--- config.mk ---
export PLATFORM = sky130hd
export DESIGN_NAME = ntl_ctrl
export DESIGN_NICKNAME = d
export VERILOG_FILES = /design/src/hw/ntl_pkg.sv /design/src/hw/ntl_ctrl.sv
export SDC_FILE = /design/constraint.sdc
export NUM_CORES = 1
export LEC_CHECK = 0
export ABC_AREA = 0
export BUFFER_PORTS_ARGS = -buffer_cell sky130_fd_sc_hd__buf_2
export CORE_MARGIN = 8
export CORE_UTILIZATION = 55
export CTS_BUF_LIST = sky130_fd_sc_hd__clkbuf_4 sky130_fd_sc_hd__clkbuf_8
export DETAILED_ROUTE_END_ITERATION = 10
export HOLD_SLACK_MARGIN = 0.02
export PLACE_DENSITY_LB_ADDON = 0.1
export SLEW_MARGIN = 15
export SYNTH_ARGS = -nofsm -noshare
export SYNTH_HDL_FRONTEND = slang
export SYNTH_SLANG_ARGS = --single-unit
--- constraint.sdc ---
create_clock -name ref_clk_i -period 2.53 [get_ports ref_clk_i]
set_clock_uncertainty 0.1 [all_clocks]
set_input_delay 0.253 -clock ref_clk_i [delete_from_list [all_inputs] [get_ports ref_clk_i]]
set_output_delay 0.253 -clock ref_clk_i [all_outputs]
set_load 0.02 [all_outputs]
--- src/hw/ntl_pkg.sv ---
// package: offsets, fields, reset values and timing for the trap and low-power controller
package ntl_pkg;
  // register byte offsets on the bus
  localparam logic [7:0] NTL_CTRL_OFF = 8'h00;
  localparam logic [7:0] NTL_STAT_OFF = 8'h04;
  localparam logic [7:0] NTL_CMD_OFF = 8'h08;
  localparam logic [7:0] NTL_CCR_OFF = 8'h0c;
  localparam logic [7:0] NTL_SRC_OFF = 8'h10;
  localparam logic [7:0] NTL_FLAG_OFF = 8'h14;
  localparam logic [7:0] NTL_SP_OFF = 8'h18;
  // condition code bit positions
  localparam int NTL_CCR_S = 7;
  localparam int NTL_CCR_X = 6;
  localparam int NTL_CCR_I = 4;
  localparam logic [7:0] NTL_CCR_RST = 8'hd0;
  // control bit positions
  localparam int NTL_CTRL_DLY = 0;
  localparam int NTL_CTRL_NOWD = 1;
  localparam logic [1:0] NTL_CTRL_RST = 2'h3;
  // command codes written to the command register
  localparam logic [2:0] NTL_CMD_NONE = 3'h0;
  localparam logic [2:0] NTL_CMD_TAP = 3'h1;
  localparam logic [2:0] NTL_CMD_SWI = 3'h2;
  localparam logic [2:0] NTL_CMD_WAIT = 3'h3;
  localparam logic [2:0] NTL_CMD_STOP = 3'h4;
  localparam logic [2:0] NTL_CMD_RTI = 3'h5;
  localparam logic [2:0] NTL_CMD_ILL = 3'h6;
  localparam logic [2:0] NTL_CMD_END = 3'h7;
  // number of peripheral flag sources
  localparam int NTL_NSRC = 8;
  localparam logic [15:0] NTL_SP_RST = 16'h00ff;
  localparam logic [15:0] NTL_STACK_BYTES = 16'h0008;
  // oscillator restart delay
  localparam int NTL_CLK_MHZ = 40;
  localparam int NTL_DLY_US = 100;
  localparam int NTL_DLY_CYC = NTL_DLY_US * NTL_CLK_MHZ;
  // vector selector codes
  typedef enum logic [2:0] {
    NTL_VEC_NONE, NTL_VEC_ILL, NTL_VEC_SWI, NTL_VEC_NONMASKABLE_REQUEST_PIN, NTL_VEC_IRQ, NTL_VEC_PERIPH
  } ntl_vec_t;
endpackage : ntl_pkg

--- src/hw/ntl_ctrl.sv ---
// trap, interrupt priority and standby controller with an ahb-lite register slave
`timescale 1ns/100ps
`default_nettype none
module ntl_ctrl (
  // clock and reset
  input wire logic ref_clk_i,
  input wire logic rst_n_i,
  input wire logic por_i,
  // ahb-lite slave
  input wire logic hsel_i,
  input wire logic [31:0] haddr_i,
  input wire logic [1:0] htrans_i,
  input wire logic hwrite_i,
  input wire logic [2:0] hsize_i,
  input wire logic [31:0] hwdata_i,
  input wire logic hready_i,
  output logic [31:0] hrdata_o,
  output logic hreadyout_o,
  output logic hresp_o,
  // request pins, active low apart from the active-high edge pending line
  input wire logic irq_req_n_i,
  input wire logic nonmaskable_request_pin_n_i,
  input wire logic irq_edge_pend_i,
  // peripheral source flags
  input wire logic [ntl_pkg::NTL_NSRC-1:0] periph_event_i,
  // cpu steering
  output logic [15:0] stack_addr_o,
  output logic stack_rd_o,
  output logic vec_fetch_o,
  output ntl_pkg::ntl_vec_t vec_sel_o,
  output logic osc_run_o,
  output logic clk_run_o,
  output logic timer_run_o,
  output logic cpu_halt_o
);
  import ntl_pkg::*;

  typedef enum logic [1:0] {NTL_RUN, NTL_WAIT, NTL_STOP, NTL_DELAY} ntl_state_t;

  // pin synchronisers: stage one only feeds stage two
  logic [2:0] pin_s1_r;
  logic [2:0] pin_s2_r;
  logic [NTL_NSRC-1:0] ev_s1_r;
  logic [NTL_NSRC-1:0] ev_s2_r;
  logic [NTL_NSRC-1:0] ev_d_r;
  always_ff @(posedge ref_clk_i or negedge rst_n_i) begin
    if (!rst_n_i) begin
      pin_s1_r <= 3'h7;
      pin_s2_r <= 3'h7;
      ev_s1_r <= '0;
      ev_s2_r <= '0;
      ev_d_r <= '0;
    end else begin
      pin_s1_r <= {irq_req_n_i, nonmaskable_request_pin_n_i, ~irq_edge_pend_i};
      pin_s2_r <= pin_s1_r;
      ev_s1_r <= periph_event_i;
      ev_s2_r <= ev_s1_r;
      ev_d_r <= ev_s2_r;
    end
  end
  wire irq_low = ~pin_s2_r[2];
  wire nonmaskable_request_pin_low = ~pin_s2_r[1];
  wire edge_pend = ~pin_s2_r[0];

  // power-up marker: low only in the first cycle after any reset release,
  // so a power-on start loads the oscillator restart count exactly once;
  // a warm reset leaves por_i low and skips the long restart
  logic por_seen_r;
  always_ff @(posedge ref_clk_i or negedge rst_n_i) begin
    if (!rst_n_i) begin
      por_seen_r <= 1'b0;
    end else begin
      por_seen_r <= 1'b1;
    end
  end
  wire power_up = por_i & ~por_seen_r;

  // register state
  // ccr_r models the condition code byte: s stop-disable, x nonmaskable
  // mask, i global mask; other bits are plain storage for software
  // sp_r is the stack pointer; the seven-register push is modelled only
  // as a step of eight bytes, the bytes themselves live in cpu memory
  // saved_ccr_r stands in for the stacked condition code byte, so only
  // one nesting level is tracked; a nested entry overwrites it
  // pc_r keeps the first-byte address reported with a trap
  // limitation: nesting deeper than one level needs a real stack
  logic [7:0] ccr_r;
  logic [7:0] ccr_nxt;
  logic [1:0] ctrl_r;
  logic [15:0] sp_r;
  logic [15:0] sp_nxt;
  logic [15:0] pc_r;
  logic [NTL_NSRC-1:0] flag_r;
  logic [NTL_NSRC-1:0] en_r;
  logic [15:0] dly_cnt_r;
  logic [15:0] dly_cnt_nxt;
  logic [7:0] saved_ccr_r;
  logic resume_r;
  logic ill_pend_r;
  logic swi_pend_r;
  logic [31:0] hrdata_nxt;
  ntl_state_t state_r;
  ntl_state_t state_nxt;
  ntl_vec_t vec_r;
  ntl_vec_t vec_nxt;

  // ahb address phase capture
  logic wr_ph_r;
  logic [7:0] addr_r;
  wire take = hsel_i & hready_i & htrans_i[1];
  wire wr_go = wr_ph_r;
  wire hit_ctrl = addr_r == NTL_CTRL_OFF;
  wire hit_cmd = addr_r == NTL_CMD_OFF;
  wire hit_ccr = addr_r == NTL_CCR_OFF;
  wire hit_src = addr_r == NTL_SRC_OFF;
  wire hit_flag = addr_r == NTL_FLAG_OFF;
  wire hit_sp = addr_r == NTL_SP_OFF;
  wire [2:0] cmd = (wr_go && hit_cmd) ? hwdata_i[2:0] : NTL_CMD_NONE;
  wire [15:0] cmd_pc = hwdata_i[31:16];

  // a flag is set on the rising edge of its synchronised event line;
  // the edge detector resets to zero like the idle line, so reset
  // release never fakes an event
  // when event and clear meet in one cycle the event wins, so no
  // event is ever lost to a late clear
  // each source holds its request while flag and enable are set
  wire [NTL_NSRC-1:0] flag_clr = (wr_go && hit_flag) ? hwdata_i[NTL_NSRC-1:0] : '0;
  genvar g;
  generate
    for (g = 0; g < NTL_NSRC; g++) begin : g_flag
      always_ff @(posedge ref_clk_i or negedge rst_n_i) begin
        if (!rst_n_i) begin
          flag_r[g] <= 1'b0;
        end else if (ev_s2_r[g] && !ev_d_r[g]) begin
          flag_r[g] <= 1'b1;
        end else if (flag_clr[g]) begin
          flag_r[g] <= 1'b0;
        end
      end
    end
  endgenerate
  wire periph_req = |(flag_r & en_r);

  // the two traps come from the decoder and are never masked; the
  // nonmaskable pin is gated by x only, the pin and peripheral
  // requests by i only
  // requests are only looked at when an instruction ends (end or wait
  // command) or while already waiting, never in mid-instruction
  // resume_r blocks service for the one cycle after a stop left with
  // x set, so the waking pin edge does not leave a request behind
  // hazard: vec_nxt is combinational and may glitch; it only feeds register inputs
  // priority: trap, software trap, nonmaskable, then i-gated sources
  wire nonmaskable_request_pin_ok = nonmaskable_request_pin_low & ~ccr_r[NTL_CCR_X];
  wire irq_ok = (irq_low | periph_req) & ~ccr_r[NTL_CCR_I];
  wire at_end = (cmd == NTL_CMD_END) | (cmd == NTL_CMD_WAIT);
  always_comb begin
    vec_nxt = NTL_VEC_NONE;
    if (ill_pend_r) begin
      vec_nxt = NTL_VEC_ILL;
    end else if (swi_pend_r) begin
      vec_nxt = NTL_VEC_SWI;
    end else if (nonmaskable_request_pin_ok) begin
      vec_nxt = NTL_VEC_NONMASKABLE_REQUEST_PIN;
    end else if (irq_ok && irq_low) begin
      vec_nxt = NTL_VEC_IRQ;
    end else if (irq_ok) begin
      vec_nxt = NTL_VEC_PERIPH;
    end
  end
  wire svc_now = (vec_nxt != NTL_VEC_NONE) &&
                 ((state_r == NTL_RUN && at_end) || state_r == NTL_WAIT) && !resume_r;

  // stop is left on the nonmaskable pin whatever x holds, on a pending
  // edge request, or on the maskable pin only while i is clear
  // the restart delay runs only when the delay enable is set; a clear
  // bit trades oscillator settling for a faster return to work
  // a wait command that meets a serviceable request is serviced at once
  // and does not park the controller in wait, which would otherwise
  // stay there with i set and nothing able to wake it
  // mask updates of a service entry are applied after the stacked copy
  // stop wake and mask update
  wire stop_wake = nonmaskable_request_pin_low | edge_pend | (irq_low & ~ccr_r[NTL_CCR_I]);
  always_comb begin
    ccr_nxt = ccr_r;
    sp_nxt = sp_r;
    state_nxt = state_r;
    dly_cnt_nxt = dly_cnt_r;
    if (wr_go && hit_ccr) begin
      ccr_nxt = {hwdata_i[7], ccr_r[NTL_CCR_X] & hwdata_i[6], hwdata_i[5:0]};
    end
    if (cmd == NTL_CMD_TAP) begin
      ccr_nxt[NTL_CCR_X] = ccr_r[NTL_CCR_X] & hwdata_i[8 + NTL_CCR_X];
    end
    if (cmd == NTL_CMD_RTI) begin
      ccr_nxt = saved_ccr_r;
      sp_nxt = sp_r + NTL_STACK_BYTES;
    end
    case (state_r)
      NTL_RUN: begin
        if (cmd == NTL_CMD_WAIT) begin
          sp_nxt = sp_r - NTL_STACK_BYTES;
          state_nxt = svc_now ? NTL_RUN : NTL_WAIT;
        end else if (cmd == NTL_CMD_STOP && !ccr_r[NTL_CCR_S]) begin
          state_nxt = NTL_STOP;
        end
      end
      NTL_WAIT: begin
        if (vec_nxt != NTL_VEC_NONE) begin
          state_nxt = NTL_RUN;
        end
      end
      NTL_STOP: begin
        if (stop_wake) begin
          state_nxt = ctrl_r[NTL_CTRL_DLY] ? NTL_DELAY : NTL_RUN;
          dly_cnt_nxt = 16'(NTL_DLY_CYC - 1);
        end
      end
      NTL_DELAY: begin
        if (power_up) begin
          dly_cnt_nxt = 16'(NTL_DLY_CYC - 1);
        end else if (dly_cnt_r == 16'h0000) begin
          state_nxt = NTL_RUN;
        end else begin
          dly_cnt_nxt = dly_cnt_r - 16'h0001;
        end
      end
      default: state_nxt = NTL_RUN;
    endcase
    if (svc_now) begin
      if (state_r == NTL_RUN) begin
        sp_nxt = sp_r - NTL_STACK_BYTES;
      end
      ccr_nxt[NTL_CCR_I] = 1'b1;
      if (vec_nxt == NTL_VEC_NONMASKABLE_REQUEST_PIN) begin
        ccr_nxt[NTL_CCR_X] = 1'b1;
      end
    end
  end

  // all cpu-side registers update together on every edge; the ctrl, source
  // enable and sp write paths sit last so a software write wins there; a ccr
  // write yields to a same-cycle service mask update, and x is one-way
  // the stacked condition code copy is taken from ccr_r, which still
  // holds the value from before this cycle's mask update
  // reset parks the machine in the restart-delay state with a zero
  // count; a power-on start then loads the full count on its first edge
  // a reset out of stop reinitialises every register here
  // cpu side state; stacked ccr is captured before masks change
  always_ff @(posedge ref_clk_i or negedge rst_n_i) begin
    if (!rst_n_i) begin
      ccr_r <= NTL_CCR_RST;
      ctrl_r <= NTL_CTRL_RST;
      sp_r <= NTL_SP_RST;
      pc_r <= 16'h0000;
      en_r <= '0;
      saved_ccr_r <= NTL_CCR_RST;
      state_r <= NTL_DELAY;
      dly_cnt_r <= 16'h0000;
      vec_r <= NTL_VEC_NONE;
      resume_r <= 1'b0;
      ill_pend_r <= 1'b0;
      swi_pend_r <= 1'b0;
    end else begin
      ccr_r <= ccr_nxt;
      sp_r <= sp_nxt;
      state_r <= state_nxt;
      dly_cnt_r <= dly_cnt_nxt;
      vec_r <= svc_now ? vec_nxt : NTL_VEC_NONE;
      if ((svc_now && state_r == NTL_RUN) || cmd == NTL_CMD_WAIT) begin
        saved_ccr_r <= ccr_r;
      end
      if (cmd == NTL_CMD_ILL || cmd == NTL_CMD_SWI) begin
        pc_r <= cmd_pc;
      end
      ill_pend_r <= (ill_pend_r & ~(svc_now && vec_nxt == NTL_VEC_ILL)) |
                    (cmd == NTL_CMD_ILL);
      swi_pend_r <= (swi_pend_r & ~(svc_now && vec_nxt == NTL_VEC_SWI)) |
                    (cmd == NTL_CMD_SWI);
      // x set at stop wake by the pin: resume after stop, nothing pending
      resume_r <= (state_r == NTL_STOP) && nonmaskable_request_pin_low && ccr_r[NTL_CCR_X];
      if (wr_go && hit_ctrl) begin
        ctrl_r <= hwdata_i[1:0];
      end
      if (wr_go && hit_src) begin
        en_r <= hwdata_i[NTL_NSRC-1:0];
      end
      if (wr_go && hit_sp) begin
        sp_r <= hwdata_i[15:0];
      end
    end
  end

  // the slave never stretches a transfer: the address phase is taken
  // on the edge where htrans is nonseq, and the data phase follows
  // a write lands on the edge that ends its data phase; a read returns
  // the register values as they stand during the data phase
  // non-word writes are dropped rather than merged, since every
  // register is one whole word
  // unmapped addresses read as zero and still answer okay
  // ahb-lite slave: zero wait states, always okay
  wire hit_stat = addr_r == NTL_STAT_OFF;
  wire rd_hit = hit_ctrl | hit_stat | hit_ccr | hit_src | hit_flag | hit_sp;
  always_comb begin
    hrdata_nxt = 32'h0000_0000;
    if (hit_ctrl) begin
      hrdata_nxt = {30'h0, ctrl_r};
    end else if (hit_stat) begin
      hrdata_nxt = {pc_r, 8'h00, 3'(vec_r), 3'h0, 2'(state_r)};
    end else if (hit_ccr) begin
      hrdata_nxt = {24'h0, ccr_r};
    end else if (hit_src) begin
      hrdata_nxt = {24'h0, en_r};
    end else if (hit_flag) begin
      hrdata_nxt = {24'h0, flag_r};
    end else if (hit_sp) begin
      hrdata_nxt = {16'h0, sp_r};
    end
  end
  always_ff @(posedge ref_clk_i or negedge rst_n_i) begin
    if (!rst_n_i) begin
      wr_ph_r <= 1'b0;
      addr_r <= 8'h00;
    end else begin
      wr_ph_r <= take & hwrite_i & (hsize_i == 3'h2);
      addr_r <= take ? haddr_i[7:0] : 8'hff;
    end
  end
  assign hrdata_o = rd_hit ? hrdata_nxt : 32'h0000_0000;
  assign hreadyout_o = 1'b1;
  assign hresp_o = 1'b0;

  // steering levels are decoded from registered state only, so they
  // change one edge after the command or wake that causes them
  // the oscillator runs in wait and in the restart delay; cpu clocks
  // stay held through the delay so the cpu does not run on an unsettled clock; the timer still runs
  // the timer stops in wait only with i set and the watchdog off,
  // otherwise the watchdog could not time out during wait
  // the wait read address is the stacked condition code byte at sp+1
  // cpu steering outputs
  wire in_stop = state_r == NTL_STOP;
  assign osc_run_o = ~in_stop;
  assign clk_run_o = ~in_stop & ~(state_r == NTL_DELAY);
  assign cpu_halt_o = state_r != NTL_RUN;
  assign stack_rd_o = state_r == NTL_WAIT;
  assign stack_addr_o = sp_r + 16'h0001;
  assign timer_run_o = ~(state_r == NTL_WAIT && ccr_r[NTL_CCR_I] &&
                         ctrl_r[NTL_CTRL_NOWD]) & ~in_stop;
  assign vec_fetch_o = vec_r != NTL_VEC_NONE;
  assign vec_sel_o = vec_r;
endmodule : ntl_ctrl
`default_nettype wire

==> run_results.csv <==
group,metric,value,unit
sta,fin_crit_sh,102,%
die,dieArea,15900,um^2
worst_setup_path,crit_path_start_kind,"flop",
die,rows,40,
grt,track_usage,24.6,%
die,fp.dieH,126,um
sta,tns,-0.0972,ns
power_and_ir_drop,switching_share,33.8,%
hold_path,hp-class,"in2reg",
sta,fin_ws,-0.0488,ns
power_and_ir_drop,total_leakage_power,3.97,nW
worst_setup_path,path_delay_family,"simple AND/OR/NAND/NOR gates",
clocking,cts_htree_levels,4,
clocking,clock_latency,0.45,ns
worst_setup_path,cp_slowest_cell,"or4_4",
grt,grt_pass1_wl,31.3,mm
power_and_ir_drop,pwr-share-seq,43.4,%
power_and_ir_drop,p_int,3.98,mW
yosys,syn_area_per_cell,9.65,um^2
worst_setup_path,critPathKind,"reg2out",
power_and_ir_drop,p_clk_share,29.1,%
clocking,cts_root_buf,"clkbuf_8",
grt,grt_pass1_vias,6150,
yosys,yosys_warnings,0,
yosys,synth-seq-area-share,49.3,%
route,vias,6058,
cells_and_area,area_growth,32.0,%
cells_and_area,stdcell_area,8790,um^2
place,io_buffers,117,
route,drt_iter0_drc,433,
worst_setup_path,cp_slowest_stage_delay,0.56,ns
sta,timing_max_transition_violations_final,0,
grt,gr-total-overflow,0,
route,drt_first_pass_iters,5,
worst_setup_path,crit_cells,6,
yosys,async_reset_ff_share,100,%
route,drt-total-wl,19.2,mm
cells_and_area,antenna_cells,0,
worst_setup_path,required,2.18,ns
place,place_inst,952,
place,place_ws,0.0671,ns
yosys,synth_top_cell_by_area,"dfrtp_1",
yosys,synthFlopType,"dfrtp_1",
worst_setup_path,crit_buf_inv,2,
hold_path,whs_path_depth,2,
sta,finalHoldViolations,0,
yosys,synth_seq_cells,130,
yosys,synth_common_cells,"106 x dfrtp_1, 84 x nand2_1, 73 x nor2_1, 32 x mux2_2, 32 x o21ai_0",
yosys,ys_types,72,
power_and_ir_drop,power_frac_comb,27.5,%
yosys,ys_top_cells_by_area,"dfrtp_1 40%, dfstp_2 9.5%, mux2_2 5.4%",
grt,antenna_found_initial,1,
route,avgRoutedWirePerCell,18.3,um
sta,fmax,388,MHz
yosys,synth_top_area_share,39.8,%
yosys,netlist_area,6660,um^2
die,initial_utilization,55.9,%
status,status,"complete, but fails checks",
cells_and_area,drive_gt1_share,34.1,%
grt,grt_max_degree,86,
route,via_per_inst,5.77,
worst_setup_path,crit_chain,"or4_4 > nor4_4 > buf_6 > a221oi_2 > a211oi_2 > buf_4",
place,gp_congestion,0.924,
sta,max-slew-margin-rel,44.1,%
cells_and_area,post-route-util,73.8,%
yosys,synthCells,690,
clocking,cts_tree,"done",
route,route.detailed.drc,0,
cells_and_area,nets,980,
clocking,clockBufferDepth,2,
die,core,11900,um^2
yosys,synth.most_common_cell,"dfrtp_1",
cells_and_area,stdcell_count,1050,
worst_setup_path,path_max_fanout,3,
worst_setup_path,crit_arrival,2.23,ns
yosys,synth_edf_count,0,
power_and_ir_drop,finalPower,6.02,mW
sta,worstMarginPinSlew,0.831,ns
run,max_cap_violations,0,
clocking,numCtsBuffers,17,
clocking,path_clk_slew,0.07,ns
status,failed_checks,"negative setup slack",
sta,finalSetupViolCount,4,
die,io_pins,145,
power_and_ir_drop,ir_drop,0.413,mV
route,antenna_left,0,
place,placed_area,7530,um^2
clocking,cts_sinks,130,
power_and_ir_drop,p_per_area,685,nW/um^2
worst_setup_path,endpoint_kind,"output port",
power_and_ir_drop,switchingPower,2.03,mW
worst_setup_path,r2r.worst_path.cells,10,
sta,worst_hold_slack,0.0496,ns
place,dpl.hpwl,13.1,mm
die,die_w,126,um
sta,fin_crit,2.58,ns
sta,rsz0062_at_grt,"yes",
[worst reg2reg max path: stages, from the launching register on]
cell     delay [ns]
dfrtp_1        0.41
or4_4          0.56
nor4_4         0.16
buf_6          0.17
buf_12         0.14
buf_4          0.14
nand2_2        0.06
buf_4          0.21
nand2_1        0.10
nor2_1         0.04
nor3b_1        0.21
[power by group through the flow]
| stage | registers [mW] | clock network [mW] | logic, mW |
|---|---|---|---|
| 6_report | 2.61 | 1.75 | 1.65 |
| 5_1_grt | 2.63 | 1.86 | 1.80 |
| 4_1_cts | 2.60 | 1.77 | 1.58 |
| 3_5_place_dp | 2.68 | 0 | 1.38 |
| 3_3_place_gp | 2.67 | 0 | 1.34 |
| 2_1_floorplan | 2.49 | 0 | 1.02 |
[final timing paths]
check | start | to | slack, ns
max | addr_r[1] | hrdata_o[5] | -0.05
min | hwdata_i[2] | swi_pend_r | 0.05
max reg2reg | addr_r[1] | sp_r[10] | 0.14
min reg2reg | ev_s1_r[5] | ev_s2_r[5] | 0.25
max in group asynchronous | rst_n_i | addr_r[3] | 1.54
min in group asynchronous | rst_n_i | sp_r[13] | 0.07
[cells in the final DEF, fill, tap and decap left out, types with 5 or more instances in the layout]
| cell | n |
|---|---|
| dfrtp_1 | 104 |
| buf_2 | 98 |
| nand2_1 | 83 |
| nor2_1 | 68 |
| buf_4 | 51 |
| dlygate4sd3_1 | 50 |
| o21ai_0 | 32 |
| mux2_2 | 32 |
| inv_1 | 26 |
| and2_1 | 24 |
| dfstp_2 | 24 |
| a21oi_1 | 21 |
| nor3_1 | 20 |
| nand3_1 | 18 |
| clkbuf_8 | 18 |
| a31oi_1 | 15 |
| buf_6 | 11 |
| nand2b_1 | 10 |
| or2_2 | 10 |
| nor4_1 | 9 |
| a22o_1 | 9 |
| xnor2_1 | 7 |
| xor2_1 | 7 |
| a311oi_1 | 7 |
| nand3b_1 | 7 |
| nor3b_1 | 7 |
| a211oi_2 | 6 |
| or3_1 | 6 |
| nand4_1 | 5 |
| and3_1 | 5 |
| a22oi_1 | 5 |
| clkinv_2 | 5 |
[routing by layer]
metal	wire (um)	part of all wire (%)	vias up	GRT usage, %
met1	7850	41	2900	30.4
met4	400	2.1	2	9.27
met3	1670	8.7	38	8.14
li1	-	-	2845	-
met5	10	0.052	-	0
met2	9270	48	273	39.2
[sequential cells by signal, indices dropped and copies added (netlist names), 8 cells and up]
name / cells
dly_cnt_r: 16
pc_r: 16
sp_r: 16
addr_r: 8
ccr_r: 8
en_r: 8
ev_d_r: 8
ev_s1_r: 8
ev_s2_r: 8
flag_r: 8
saved_ccr_r: 8
[timing repair]
item | 4_1_cts | 5_1_grt
resized for setup | 36 | 31
endpoints found under the setup margin | 22 | 50
pin swaps | 6 | 5
setup buffers | 10 | 6
hold buffers | 50 | 0
hold endpoints to repair | 157 | 0
[cell families (layout without fill, tap and decap cells)]
group           count (synthesis)  count (layout)  share of synthesized area [%]
mux                            35              35                           5.86
compound gates                137             137                           14.4
xor+xnor                       14              14                           1.84
flops                         130             130                           49.3
fa+ha+maj                       4               4                          0.752
simple gates                  308             308                           23.9
buf+inv                        60             272                           3.87
other cells                     2               3                          0.113
[final cells by class]
type                       count  area [um^2]
timing repair buffer         213         1560
fill                         876         3120
tap                          147          184
sequential                   130         3290
multi-input combinational    501         3270
clock buffer                  22          278
clock inverter                10          109
inverter                      27          101
(Power assumes the default switching activity.)
